===== src/iie_consts.svh =====
// constants for the isolated input event block: offsets, fields, resets, timing
`ifndef IIE_CONSTS_SVH
`define IIE_CONSTS_SVH

// ----------------------------------------------------------------
// channel and field sizes
// ----------------------------------------------------------------
`define IIE_NCH          8
`define IIE_CW           16

// ----------------------------------------------------------------
// scalar register byte offsets
// ----------------------------------------------------------------
`define IIE_OFF_FILT_EN  8'h00
`define IIE_OFF_PAT_EN   8'h04
`define IIE_OFF_PAT_VAL  8'h08
`define IIE_OFF_COS_EN   8'h0C
`define IIE_OFF_RISE_EN  8'h10
`define IIE_OFF_FALL_EN  8'h14
`define IIE_OFF_CNT_EN   8'h18
`define IIE_OFF_OVF_IE   8'h1C
`define IIE_OFF_MAT_IE   8'h20
`define IIE_OFF_CNT_RST  8'h24
`define IIE_OFF_STATE    8'h28
`define IIE_OFF_PAT_FLG  8'h2C
`define IIE_OFF_COS_FLG  8'h30
`define IIE_OFF_OVF_FLG  8'h34
`define IIE_OFF_MAT_FLG  8'h38
`define IIE_OFF_IRQ_EN   8'h3C

// ----------------------------------------------------------------
// per-channel register groups: byte address bits [7:5], channel in [4:2]
// ----------------------------------------------------------------
`define IIE_GRP_HIGH     3'h2
`define IIE_GRP_LOW      3'h3
`define IIE_GRP_RSTV     3'h4
`define IIE_GRP_MATV     3'h5
`define IIE_GRP_COUNT    3'h6

// ----------------------------------------------------------------
// irq enable field positions
// ----------------------------------------------------------------
`define IIE_IE_PAT       0
`define IIE_IE_COS       1
`define IIE_IE_OVF       2
`define IIE_IE_MAT       3

// ----------------------------------------------------------------
// reset values
// ----------------------------------------------------------------
`define IIE_SAMP_RST     16'h0002
`define IIE_CNT_RST_VAL  16'h0000
`define IIE_MAT_RST_VAL  16'hFFFF

// ----------------------------------------------------------------
// timing: rate, sample intervals and derived cycle counts
// ----------------------------------------------------------------
`define IIE_CLK_HZ       40000000
`define IIE_FAST_US      100
`define IIE_FILT_MS      5
`define IIE_FAST_CYC     ((`IIE_CLK_HZ / 1000000) * `IIE_FAST_US)
`define IIE_FILT_CYC     ((`IIE_CLK_HZ / 1000) * `IIE_FILT_MS)

`endif


===== src/iie_unused_placeholder_removed.sv =====
// intentionally empty design unit list: no further modules
`timescale 1ns/1ps

===== src/iie_pkg.sv =====
// types for the isolated input event block
package iie_pkg;
    // ----------------------------------------------------------------
    // bus slave phase
    // ----------------------------------------------------------------
    typedef enum logic [1:0] {
        IIE_IDLE,
        IIE_WR,
        IIE_RD1,
        IIE_RD2
    } iie_phase_type;

    typedef logic [15:0] iie_word_type;
endpackage


===== src/iie_input_event.sv =====
// isolated input event logic: filters, pattern match, change of state, counters
//
// Behaviour
// (RULE1) eight channels, each with full own logic
// (RULE2) filtered state changes only after qualification
// (RULE3) high accepted after count plus one samples
// (RULE4) low accepted after own count plus one
// (RULE5) filter, pattern, change irq enabled per channel
// (RULE6) selected channels matching pattern raise interrupt
// (RULE7) pattern preset programmable, compared continuously
// (RULE8) any enabled channel change raises interrupt
// (RULE9) each channel owns sixteen bit counter
// (RULE10) count rising, falling or both edges
// (RULE11) interrupt on wrap and on match
// (RULE12) counts 500 Hz inputs correctly
// (RULE13) filtered channels sampled every 5 ms
// (RULE14) unfiltered channels sampled every 100 us
// (RULE15) unselected channels ignored by pattern match
// (RULE16) reset command loads programmable reset value
// (RULE17) sticky flags, irq while enabled flag set
// (RULE18) inputs synchronised before filter and edges
//
// The address map and the AHB-Lite register port were chosen for this implementation.
`timescale 1ns/1ps
`include "iie_consts.svh"

module iie_input_event #(
    parameter int unsigned FILT_CYC = `IIE_FILT_CYC
) (
    input  wire logic        CLK_I,
    input  wire logic        RST_B_I,
    input  wire logic        CE_I,
    input  wire logic [7:0]  ISOLATED_INPUT_N_I,
    input  wire logic        HSEL_I,
    input  wire logic [31:0] HADDR_I,
    input  wire logic [1:0]  HTRANS_I,
    input  wire logic        HWRITE_I,
    input  wire logic [2:0]  HSIZE_I,
    input  wire logic [31:0] HWDATA_I,
    input  wire logic        HREADY_I,
    output logic      [31:0] HRDATA_O,
    output logic             HREADYOUT_O,
    output logic             HRESP_O,
    output logic             IRQ_O,
    output logic      [7:0]  INPUT_CHANNEL_O
);
    // ----------------------------------------------------------------
    // declarations
    // ----------------------------------------------------------------
    localparam logic [11:0] FAST_LAST = 12'(`IIE_FAST_CYC - 1);  // 100 us prescaler end
    localparam logic [17:0] FILT_LAST = 18'(FILT_CYC - 1);       // 5 ms prescaler end

    logic [7:0]  sync1_q, sync1_d;          // first sync stage, read only by stage two
    logic [7:0]  sync2_q, sync2_d;          // sampled level seen by the logic
    logic [11:0] fast_q, fast_d;            // 100 us prescaler
    logic [17:0] filt_q, filt_d;            // 5 ms prescaler
    logic        fast_tick;                 // one cycle per 100 us
    logic        filt_tick;                 // one cycle per 5 ms
    logic [7:0]  chan_st;                   // qualified channel states
    logic [7:0]  chg;                       // state changes this cycle
    logic [7:0]  ovf_ev, mat_ev;            // counter events
    logic [7:0]  cnt_load;                  // counter reset command pulses
    iie_pkg::iie_word_type cnt_val [8];     // live counter values

    logic [7:0]  filt_en_q, filt_en_d, pat_en_q, pat_en_d, pat_val_q, pat_val_d;
    logic [7:0]  cos_en_q, cos_en_d, rise_en_q, rise_en_d, fall_en_q, fall_en_d;
    logic [7:0]  cnt_en_q, cnt_en_d, ovf_ie_q, ovf_ie_d, mat_ie_q, mat_ie_d;
    logic [7:0]  cos_flg_q, cos_flg_d, ovf_flg_q, ovf_flg_d, mat_flg_q, mat_flg_d;
    logic        pat_flg_q, pat_flg_d;      // sticky pattern match flag
    logic        pat_prev_q, pat_prev_d;    // match level last cycle
    logic        pat_now;                   // combinational match level
    logic [3:0]  irq_en_q, irq_en_d;        // per cause irq enables
    iie_pkg::iie_word_type high_q [8], high_d [8];   // high sample counts
    iie_pkg::iie_word_type low_q  [8], low_d  [8];   // low sample counts
    iie_pkg::iie_word_type rstv_q [8], rstv_d [8];   // counter reset values
    iie_pkg::iie_word_type matv_q [8], matv_d [8];   // counter match values

    iie_pkg::iie_phase_type phase_q, phase_d;        // bus slave phase
    logic [7:0]  addr_q, addr_d;            // captured byte address
    logic [31:0] rdata_q, rdata_d;          // read data register
    logic        wr_act;                    // write data phase now
    logic [31:0] w1c;                       // write-one-to-clear mask

    // ----------------------------------------------------------------
    // helpers
    // ----------------------------------------------------------------
    // only the low 256 bytes decode; anything above reads zero
    function automatic logic addr_ok(input logic [31:0] a);
        addr_ok = (a[31:8] == 24'h000000) && (a[1:0] == 2'b00);
    endfunction

    // read multiplexer over the whole map
    function automatic logic [31:0] rd_mux(input logic [7:0] a, input logic [7:0] st,
                                           input logic [7:0] cf, input logic [7:0] of,
                                           input logic [7:0] mf, input logic pf);
        rd_mux = 32'h00000000;
        case (a[7:5])
            `IIE_GRP_HIGH:  rd_mux = {16'h0000, high_q[a[4:2]]};
            `IIE_GRP_LOW:   rd_mux = {16'h0000, low_q[a[4:2]]};
            `IIE_GRP_RSTV:  rd_mux = {16'h0000, rstv_q[a[4:2]]};
            `IIE_GRP_MATV:  rd_mux = {16'h0000, matv_q[a[4:2]]};
            `IIE_GRP_COUNT: rd_mux = {16'h0000, cnt_val[a[4:2]]};
            default: begin
                case (a)
                    `IIE_OFF_FILT_EN: rd_mux = {24'h000000, filt_en_q};
                    `IIE_OFF_PAT_EN:  rd_mux = {24'h000000, pat_en_q};
                    `IIE_OFF_PAT_VAL: rd_mux = {24'h000000, pat_val_q};
                    `IIE_OFF_COS_EN:  rd_mux = {24'h000000, cos_en_q};
                    `IIE_OFF_RISE_EN: rd_mux = {24'h000000, rise_en_q};
                    `IIE_OFF_FALL_EN: rd_mux = {24'h000000, fall_en_q};
                    `IIE_OFF_CNT_EN:  rd_mux = {24'h000000, cnt_en_q};
                    `IIE_OFF_OVF_IE:  rd_mux = {24'h000000, ovf_ie_q};
                    `IIE_OFF_MAT_IE:  rd_mux = {24'h000000, mat_ie_q};
                    `IIE_OFF_STATE:   rd_mux = {24'h000000, st};
                    `IIE_OFF_PAT_FLG: rd_mux = {31'h00000000, pf};
                    `IIE_OFF_COS_FLG: rd_mux = {24'h000000, cf};
                    `IIE_OFF_OVF_FLG: rd_mux = {24'h000000, of};
                    `IIE_OFF_MAT_FLG: rd_mux = {24'h000000, mf};
                    `IIE_OFF_IRQ_EN:  rd_mux = {28'h0000000, irq_en_q};
                    default:          rd_mux = 32'h00000000;
                endcase
            end
        endcase
    endfunction

    // ----------------------------------------------------------------
    // input synchroniser and sample prescalers
    // ----------------------------------------------------------------
    assign fast_tick = (fast_q == FAST_LAST);
    assign filt_tick = (filt_q == FILT_LAST);

    // next values: two sync stages, free-running tick counters
    always_comb begin
        // (RULE18) two stage sync
        sync1_d = ISOLATED_INPUT_N_I;
        sync2_d = sync1_q;
        // (RULE14) 100 us tick
        fast_d  = fast_tick ? 12'h000 : fast_q + 12'h001;
        // (RULE13) 5 ms tick
        filt_d  = filt_tick ? 18'h00000 : filt_q + 18'h00001;
    end

    // register stage; clock enable freezes everything
    always_ff @(posedge CLK_I) begin
        if (!RST_B_I) begin
            sync1_q <= 8'h00;
            sync2_q <= 8'h00;
            fast_q  <= 12'h000;
            filt_q  <= 18'h00000;
        end else if (CE_I) begin
            sync1_q <= sync1_d;
            sync2_q <= sync2_d;
            fast_q  <= fast_d;
            filt_q  <= filt_d;
        end
    end

    // ----------------------------------------------------------------
    // per-channel filter and event counter
    // ----------------------------------------------------------------
    // (RULE1) one copy per channel
    for (genvar g = 0; g < `IIE_NCH; g++) begin : g_ch
        logic                  st_q, st_d;     // qualified state
        iie_pkg::iie_word_type fc_q, fc_d;     // consecutive differing samples
        iie_pkg::iie_word_type ct_q, ct_d;     // event counter
        iie_pkg::iie_word_type lim;            // qualification count for new level
        logic                  inc;            // counted edge this cycle

        assign lim = sync2_q[g] ? high_q[g] : low_q[g];
        assign chg[g]     = st_d ^ st_q;
        assign chan_st[g] = st_q;
        // (RULE10) edge selection
        assign inc = cnt_en_q[g] & ((chg[g] & st_d & rise_en_q[g]) | (chg[g] & ~st_d & fall_en_q[g]));
        assign cnt_val[g] = ct_q;
        // (RULE11) wrap and match events
        assign ovf_ev[g] = inc & ~cnt_load[g] & (ct_q == 16'hFFFF);
        assign mat_ev[g] = inc & ~cnt_load[g] & (ct_d == matv_q[g]);

        // next state of filter and counter
        always_comb begin
            st_d = st_q;
            fc_d = fc_q;
            ct_d = ct_q;
            // (RULE5) filter per channel
            if (filt_en_q[g]) begin
                if (filt_tick) begin
                    // (RULE2) hold until level persists
                    if (sync2_q[g] == st_q) begin
                        fc_d = 16'h0000;
                    // (RULE3) (RULE4) count plus one samples
                    end else if (fc_q == lim) begin
                        st_d = sync2_q[g];
                        fc_d = 16'h0000;
                    end else begin
                        fc_d = fc_q + 16'h0001;
                    end
                end
            end else begin
                // (RULE14) follow at once on fast tick
                fc_d = 16'h0000;
                if (fast_tick) begin
                    st_d = sync2_q[g];
                end
            end
            // (RULE16) reset command wins over counting
            if (cnt_load[g]) begin
                ct_d = rstv_q[g];
            // (RULE9) (RULE12) count each sampled edge, wraps
            end else if (inc) begin
                ct_d = ct_q + 16'h0001;
            end
        end

        // register stage of one channel
        always_ff @(posedge CLK_I) begin
            if (!RST_B_I) begin
                st_q <= 1'b0;
                fc_q <= 16'h0000;
                ct_q <= `IIE_CNT_RST_VAL;
            end else if (CE_I) begin
                st_q <= st_d;
                fc_q <= fc_d;
                ct_q <= ct_d;
            end
        end
    end

    // ----------------------------------------------------------------
    // pattern match level
    // ----------------------------------------------------------------
    // (RULE6) (RULE7) (RULE15) unselected bits forced to match
    assign pat_now = (|pat_en_q) & (&(~pat_en_q | ~(chan_st ^ pat_val_q)));

    // ----------------------------------------------------------------
    // AHB-Lite slave: writes take one data cycle, reads one wait state
    // ----------------------------------------------------------------
    // reads wait a cycle so data is taken from registers already updated
    always_comb begin
        phase_d = phase_q;
        addr_d  = addr_q;
        rdata_d = rdata_q;
        if (phase_q == iie_pkg::IIE_RD1) begin
            phase_d = iie_pkg::IIE_RD2;
            rdata_d = addr_ok({24'h000000, addr_q}) ?
                      rd_mux(addr_q, chan_st, cos_flg_q, ovf_flg_q, mat_flg_q, pat_flg_q) : 32'h00000000;
        end else if (HSEL_I && HREADY_I && HTRANS_I[1]) begin
            // new address phase accepted
            phase_d = HWRITE_I ? iie_pkg::IIE_WR : iie_pkg::IIE_RD1;
            addr_d  = addr_ok(HADDR_I) ? HADDR_I[7:0] : 8'hFC;
        end else begin
            phase_d = iie_pkg::IIE_IDLE;
        end
    end

    always_ff @(posedge CLK_I) begin
        if (!RST_B_I) begin
            phase_q <= iie_pkg::IIE_IDLE;
            addr_q  <= 8'h00;
            rdata_q <= 32'h00000000;
        end else if (CE_I) begin
            phase_q <= phase_d;
            addr_q  <= addr_d;
            rdata_q <= rdata_d;
        end
    end

    assign HRDATA_O    = rdata_q;
    assign HREADYOUT_O = (phase_q != iie_pkg::IIE_RD1);
    assign HRESP_O     = 1'b0;

    // ----------------------------------------------------------------
    // register file and sticky flags
    // ----------------------------------------------------------------
    assign wr_act   = (phase_q == iie_pkg::IIE_WR) && addr_ok({24'h000000, addr_q});
    assign cnt_load = (wr_act && addr_q == `IIE_OFF_CNT_RST) ? HWDATA_I[7:0] : 8'h00;

    // next values: software writes, then hardware events
    always_comb begin
        w1c       = (wr_act) ? HWDATA_I : 32'h00000000;
        filt_en_d = filt_en_q;
        pat_en_d  = pat_en_q;
        pat_val_d = pat_val_q;
        cos_en_d  = cos_en_q;
        rise_en_d = rise_en_q;
        fall_en_d = fall_en_q;
        cnt_en_d  = cnt_en_q;
        ovf_ie_d  = ovf_ie_q;
        mat_ie_d  = mat_ie_q;
        irq_en_d  = irq_en_q;
        high_d    = high_q;
        low_d     = low_q;
        rstv_d    = rstv_q;
        matv_d    = matv_q;
        if (wr_act) begin
            case (addr_q[7:5])
                `IIE_GRP_HIGH: high_d[addr_q[4:2]] = HWDATA_I[15:0];
                `IIE_GRP_LOW:  low_d[addr_q[4:2]]  = HWDATA_I[15:0];
                `IIE_GRP_RSTV: rstv_d[addr_q[4:2]] = HWDATA_I[15:0];
                `IIE_GRP_MATV: matv_d[addr_q[4:2]] = HWDATA_I[15:0];
                default: begin
                    case (addr_q)
                        `IIE_OFF_FILT_EN: filt_en_d = HWDATA_I[7:0];
                        `IIE_OFF_PAT_EN:  pat_en_d  = HWDATA_I[7:0];
                        `IIE_OFF_PAT_VAL: pat_val_d = HWDATA_I[7:0];
                        `IIE_OFF_COS_EN:  cos_en_d  = HWDATA_I[7:0];
                        `IIE_OFF_RISE_EN: rise_en_d = HWDATA_I[7:0];
                        `IIE_OFF_FALL_EN: fall_en_d = HWDATA_I[7:0];
                        `IIE_OFF_CNT_EN:  cnt_en_d  = HWDATA_I[7:0];
                        `IIE_OFF_OVF_IE:  ovf_ie_d  = HWDATA_I[7:0];
                        `IIE_OFF_MAT_IE:  mat_ie_d  = HWDATA_I[7:0];
                        `IIE_OFF_IRQ_EN:  irq_en_d  = HWDATA_I[3:0];
                        default:          irq_en_d  = irq_en_q;
                    endcase
                end
            endcase
        end
        // (RULE17) set wins over write-one-to-clear
        pat_prev_d = pat_now;
        pat_flg_d  = (pat_flg_q & ~((addr_q == `IIE_OFF_PAT_FLG) & w1c[0])) | (pat_now & ~pat_prev_q);
        // (RULE8) change flag for enabled channels
        cos_flg_d  = (cos_flg_q & ~((addr_q == `IIE_OFF_COS_FLG) ? w1c[7:0] : 8'h00)) | (chg & cos_en_q);
        // (RULE11) wrap and match flags
        ovf_flg_d  = (ovf_flg_q & ~((addr_q == `IIE_OFF_OVF_FLG) ? w1c[7:0] : 8'h00)) | (ovf_ev & ovf_ie_q);
        mat_flg_d  = (mat_flg_q & ~((addr_q == `IIE_OFF_MAT_FLG) ? w1c[7:0] : 8'h00)) | (mat_ev & mat_ie_q);
    end

    // register stage of the register file
    always_ff @(posedge CLK_I) begin
        if (!RST_B_I) begin
            filt_en_q  <= 8'h00;
            pat_en_q   <= 8'h00;
            pat_val_q  <= 8'h00;
            cos_en_q   <= 8'h00;
            rise_en_q  <= 8'h00;
            fall_en_q  <= 8'h00;
            cnt_en_q   <= 8'h00;
            ovf_ie_q   <= 8'h00;
            mat_ie_q   <= 8'h00;
            irq_en_q   <= 4'h0;
            pat_prev_q <= 1'b0;
            pat_flg_q  <= 1'b0;
            cos_flg_q  <= 8'h00;
            ovf_flg_q  <= 8'h00;
            mat_flg_q  <= 8'h00;
            for (int i = 0; i < `IIE_NCH; i++) begin
                high_q[i] <= `IIE_SAMP_RST;
                low_q[i]  <= `IIE_SAMP_RST;
                rstv_q[i] <= `IIE_CNT_RST_VAL;
                matv_q[i] <= `IIE_MAT_RST_VAL;
            end
        end else if (CE_I) begin
            filt_en_q  <= filt_en_d;
            pat_en_q   <= pat_en_d;
            pat_val_q  <= pat_val_d;
            cos_en_q   <= cos_en_d;
            rise_en_q  <= rise_en_d;
            fall_en_q  <= fall_en_d;
            cnt_en_q   <= cnt_en_d;
            ovf_ie_q   <= ovf_ie_d;
            mat_ie_q   <= mat_ie_d;
            irq_en_q   <= irq_en_d;
            pat_prev_q <= pat_prev_d;
            pat_flg_q  <= pat_flg_d;
            cos_flg_q  <= cos_flg_d;
            ovf_flg_q  <= ovf_flg_d;
            mat_flg_q  <= mat_flg_d;
            high_q     <= high_d;
            low_q      <= low_d;
            rstv_q     <= rstv_d;
            matv_q     <= matv_d;
        end
    end

    // ----------------------------------------------------------------
    // outputs
    // ----------------------------------------------------------------
    // (RULE17) request stays while any enabled flag is set
    assign IRQ_O = (irq_en_q[`IIE_IE_PAT] & pat_flg_q) | (irq_en_q[`IIE_IE_COS] & (|cos_flg_q)) |
                   (irq_en_q[`IIE_IE_OVF] & (|ovf_flg_q)) | (irq_en_q[`IIE_IE_MAT] & (|mat_flg_q));
    assign INPUT_CHANNEL_O = chan_st;

endmodule


===== config.mk =====
export PLATFORM = sky130hd
export DESIGN_NAME = iie_input_event
export DESIGN_NICKNAME = d
export VERILOG_FILES = /design/src/iie_unused_placeholder_removed.sv /design/src/iie_pkg.sv /design/src/iie_input_event.sv
export VERILOG_INCLUDE_DIRS = /design/src /design/src/src
export SDC_FILE = /design/constraint.sdc
export NUM_CORES = 2
export LEC_CHECK = 0
export ABC_AREA = 1
export BUFFER_PORTS_ARGS = -buffer_cell sky130_fd_sc_hd__buf_2
export CORE_MARGIN = 2
export CORE_UTILIZATION = 35
export CTS_BUF_LIST = sky130_fd_sc_hd__clkbuf_8
export DETAILED_ROUTE_END_ITERATION = 8
export GPL_TIMING_DRIVEN = 0
export MAX_ROUTING_LAYER = met4
export PLACE_DENSITY_LB_ADDON = 0.08
export SYNTH_ARGS = -nofsm -noshare
export SYNTH_HDL_FRONTEND = slang
export SYNTH_SLANG_ARGS = --single-unit
export TNS_END_PERCENT = 20

===== constraint.sdc =====
create_clock -name CLK_I -period 3.4 [get_ports CLK_I]
set_input_delay 0.68 -clock CLK_I [delete_from_list [all_inputs] [get_ports CLK_I]]
set_output_delay 0.68 -clock CLK_I [all_outputs]
set_load 0.02 [all_outputs]

==> results.md <==
* Outcome: finished, violations left
* Violations in the final reports: capacitance limit, slew limit, setup timing
* WL final at 378 mm
* Sequential element share of the synthesized area at 35.7%
* Die Outline Area at 155,000 um^2
* Top library cells by usage in the layout, fill and taps aside: 2,006 x sky130_fd_sc_hd__nand2_1, 941 x sky130_fd_sc_hd__dfxtp_1, 846 x sky130_fd_sc_hd__inv_1, 672 x sky130_fd_sc_hd__a21oi_1, 650 x sky130_fd_sc_hd__o21ai_0
* Syn-to-layout area delta at 20.8%
* Max Clock Freq at between 0.2 and 0.25 GHz
* Number of I/O port buffers at a little over 80
* Setup slack at placement at -2.47 ns
* Clock Tree Root: sky130_fd_sc_hd__clkbuf_8
* Worst IR Drop VDD at between 0.3 and 0.4 mV
* Number of iterations in the first detailed-routing pass at 6
* CTS tree: yes
* Global-route usage over all layers at 48.0%
* Pin count of the biggest net entering global routing at 20
* Switching share of power at 31.8%
* Post-synth top area share at between 30% and 40%
* Most frequent standard cell in the layout excluding fill and tap cells: sky130_fd_sc_hd__nand2_1
* Finished layout cell area at roughly 64,000 um^2
* Final RePlAce weighted congestion at ~1.2
* NumNets Final at approximately 8,700
* Worst setup margin at -0.656 ns
* Layout cells sized above 1 at about an eighth
* Total count of max-transition violations in the final report at 229
* DR DRC count at 0
* Vias in the first global route at 58,900
* Detailed-placement wirelength estimate at around 300 mm
* Largest driver fanout on the critical path at 8
* Horiz. Die Dim at around 390 um
* Sequential fraction of design power at between 40% and 50%
* Sum Neg Setup Slack at -12.17 ns
* Largest clock skew in the final design at ~0.066 ns
* Number of hold-slack violations in the final timing report at 0
* Clock share of power at 45.3%
* Capturing element type of the critical path: flip-flop
* Core Region at 152,000 um^2
* Internal reg-to-reg setup slack at -0.66 ns
* Clk buf depth at 3
* Dpl cells at around 10,000
* Final setup violating endpoints at between 100 and 150
* Kind of launch point of the worst setup path: flip-flop
* Normalized max-slew margin at -13.0%
* Dominant cell type by area after synthesis: sky130_fd_sc_hd__dfxtp_1
* Syn Std Cell Area at 53,300 um^2
* Number of antenna violations at the first check in global routing at 55
* Final period util at 119%
* H-tree Lvls at 4
* Final antenna-violating net count at 0
* Wire length per cell after detailed routing at about 35 um
* Crit path required time at between 4 and 5 ns
* Final standard cell utilization of the core at 42.5%
* Chip Height at 394 um
* Fill cell total of the finished layout at around 16,000
* CTS buffer count at 180
* Average vias per placed instance at between 6 and 7
* Global-route wire length before repair at 502 mm
* Main flop type after synthesis: sky130_fd_sc_hd__dfxtp_1
* Non-filler instance count after layout at between 10,000 and 15,000
* Net switching power at 8.70 mW
* Endpoint arrival time on the critical path at roughly 4.9 ns
* Design internal power at 18.7 mW
* Largest cells by area after synthesis: sky130_fd_sc_hd__dfxtp_1 36%, sky130_fd_sc_hd__nand2_1 15%, sky130_fd_sc_hd__a21oi_1 6.5%
* Setup repair after global routing missed its margin: yes
* Path class of the lowest-slack min-delay path: primary input to flip-flop
* Grt ovf at 0
* Post-synthesis sequential element count at 950
* Worst Max-Slew Pin Slew at between 1.5 and 2 ns
* Row cnt at ~140
* Clk pin slew, worst setup/hold paths at around 0.060 ns
* Number of standard cells after synthesis at about 8,200
* Cell area after placement at about 57,000 um^2
* Starting DRT DRC Count at 10,800
* Final Total Pwr at 27.4 mW
* Effective utilization at floorplan at a little over a third
* Part of the power in combinational logic at around an eighth
* Number of warning messages in the yosys log at 0
* Category of the most critical setup path: flip-flop to flip-flop
* I/O pin count at 126
* Final critical delay including setup and external delays at 4.06 ns
* Max-capacitance violation count at 22
* Clock Latency Late Sink at approximately 0.97 ns
* Num Clock Sinks at 950
* Number of synthesized flops with an enable pin at 0
* Power density of the placed cells at 426 nW/um^2
* Distinct cell type count after synthesis at 65
* Hold Slack at about 0.027 ns
* Mean Syn Cell Area at about 6.5 um^2
* Total vias in the final route at about 67,000
* Synth async-reset ratio at 0%
* Leakage power total at 26.3 nW
## layer usage
metal | part of all wire [%] | GRT usage (%) | vias up
met5 | 0 | - | -
met4 | 6.5 | 26.1 | 0
met3 | 14 | 16.9 | 1076
met2 | 37 | 61.4 | 4969
met1 | 42 | 64.7 | 32200
li1 | - | - | 28400
## critical path, stage by stage, from the launching register on
cell and delay (ns):
sky130_fd_sc_hd__dfxtp_1 0.77, sky130_fd_sc_hd__clkinv_1 0.77, sky130_fd_sc_hd__a21oi_1 0.35, sky130_fd_sc_hd__o21ai_1 0.17, sky130_fd_sc_hd__nand2_4 0.14, sky130_fd_sc_hd__ha_4 0.14
sky130_fd_sc_hd__nand2_4 0.07, sky130_fd_sc_hd__nand2_8 0.16, sky130_fd_sc_hd__nand2_8 0.10, sky130_fd_sc_hd__buf_8 0.16, sky130_fd_sc_hd__buf_4 0.13, sky130_fd_sc_hd__nor4_2 0.20
sky130_fd_sc_hd__nand3_2 0.13, sky130_fd_sc_hd__nor2_1 0.13, sky130_fd_sc_hd__nand2_1 0.07, sky130_fd_sc_hd__nor2_1 0.13, sky130_fd_sc_hd__nand2_2 0.15, sky130_fd_sc_hd__a21oi_1 0.17
## power groups by stage
stage	sequential, mW	clock, mW	combinational [mW]
2_1_floorplan	11.6	0	1.39
3_3_place_gp	11.8	0	2.90
3_5_place_dp	11.8	0	2.96
4_1_cts	11.5	12.4	3.11
5_1_grt	11.5	12.8	3.44
6_report	11.6	12.4	3.44
## Yosys cell counts (all sizes together) (3+ instances only)
cell type,count
a211oi,60
a21oi,692
or4,4
clkbuf,388
nand4,67
nor3,179
o21a,5
nand3,617
o311ai,26
nor2,623
o2111ai,42
a2111oi,9
o2bb2ai,4
o211ai,193
a221oi,42
xnor2,12
ha,26
o221ai,8
nor3b,7
or2,32
and2,5
a22o,3
xor2,132
dfxtp,950
nor4,72
a32o,4
inv,804
nor4b,3
buf,107
a31oi,4
o21ai,679
a22oi,46
a41oi,3
nand2,2191
clkinv,15
o41ai,3
o22ai,122
nand3b,19
## final cells by class
cell class	count	area, um^2	area share (%)
multi-input combinational	5960	31200	48.4
antenna	49	123	0.191
clock inverter	93	694	1.08
tap	2030	2540	3.95
clock buffer	226	3110	4.83
buffer	493	2600	4.05
timing repair buffer	211	2000	3.11
sequential	950	19000	29.6
inverter	819	3080	4.79
## sequential cells by signal, summed over array words and instances (netlist names), 12 cells and up
signal     count
g_ch.fc_q    128
high_q       128
matv_q       128
g_ch.ct_q    128
filt_q        18
fast_q        12
rstv_q       128
HRDATA_O      16
low_q        128
## what timing repair did
action | 4_1_cts | 5_1_grt
gates resized for setup | 527 | 239
gates cloned | 10 | 4
pin swaps | 104 | 100
hold buffers | 11 | 0
endpoints found under the hold margin | 11 | 0
setup endpoints to repair | 878 | 233
buffers inserted | 67 | 30
## cells by family after synthesis
logic type | count (synthesis) | synth area share [%]
simple gates | 3823 | 30.4
compound gates | 1950 | 21.2
buf+inv | 1314 | 9.80
flops | 950 | 35.7
xor+xnor | 144 | 2.37
fa+ha+maj | 26 | 0.610
other cells | 1 | 0.00704
## path summary, 6_finish.rpt
kind / startpoint / to / cells past startpoint
min: HADDR_I[2] / addr_q[2]$_SDFFE_PN0P_ / 3
min reg2reg: filt_q[17]$_SDFFE_PN0P_ / filt_q[17]$_SDFFE_PN0P_ / 1
max: g_ch[1].st_q$_SDFFE_PN0P_ / mat_flg_q[1]$_SDFFE_PN0P_ / 17
max reg2reg: g_ch[1].st_q$_SDFFE_PN0P_ / mat_flg_q[1]$_SDFFE_PN0P_ / 17
Power figures use the tool's default switching activity.
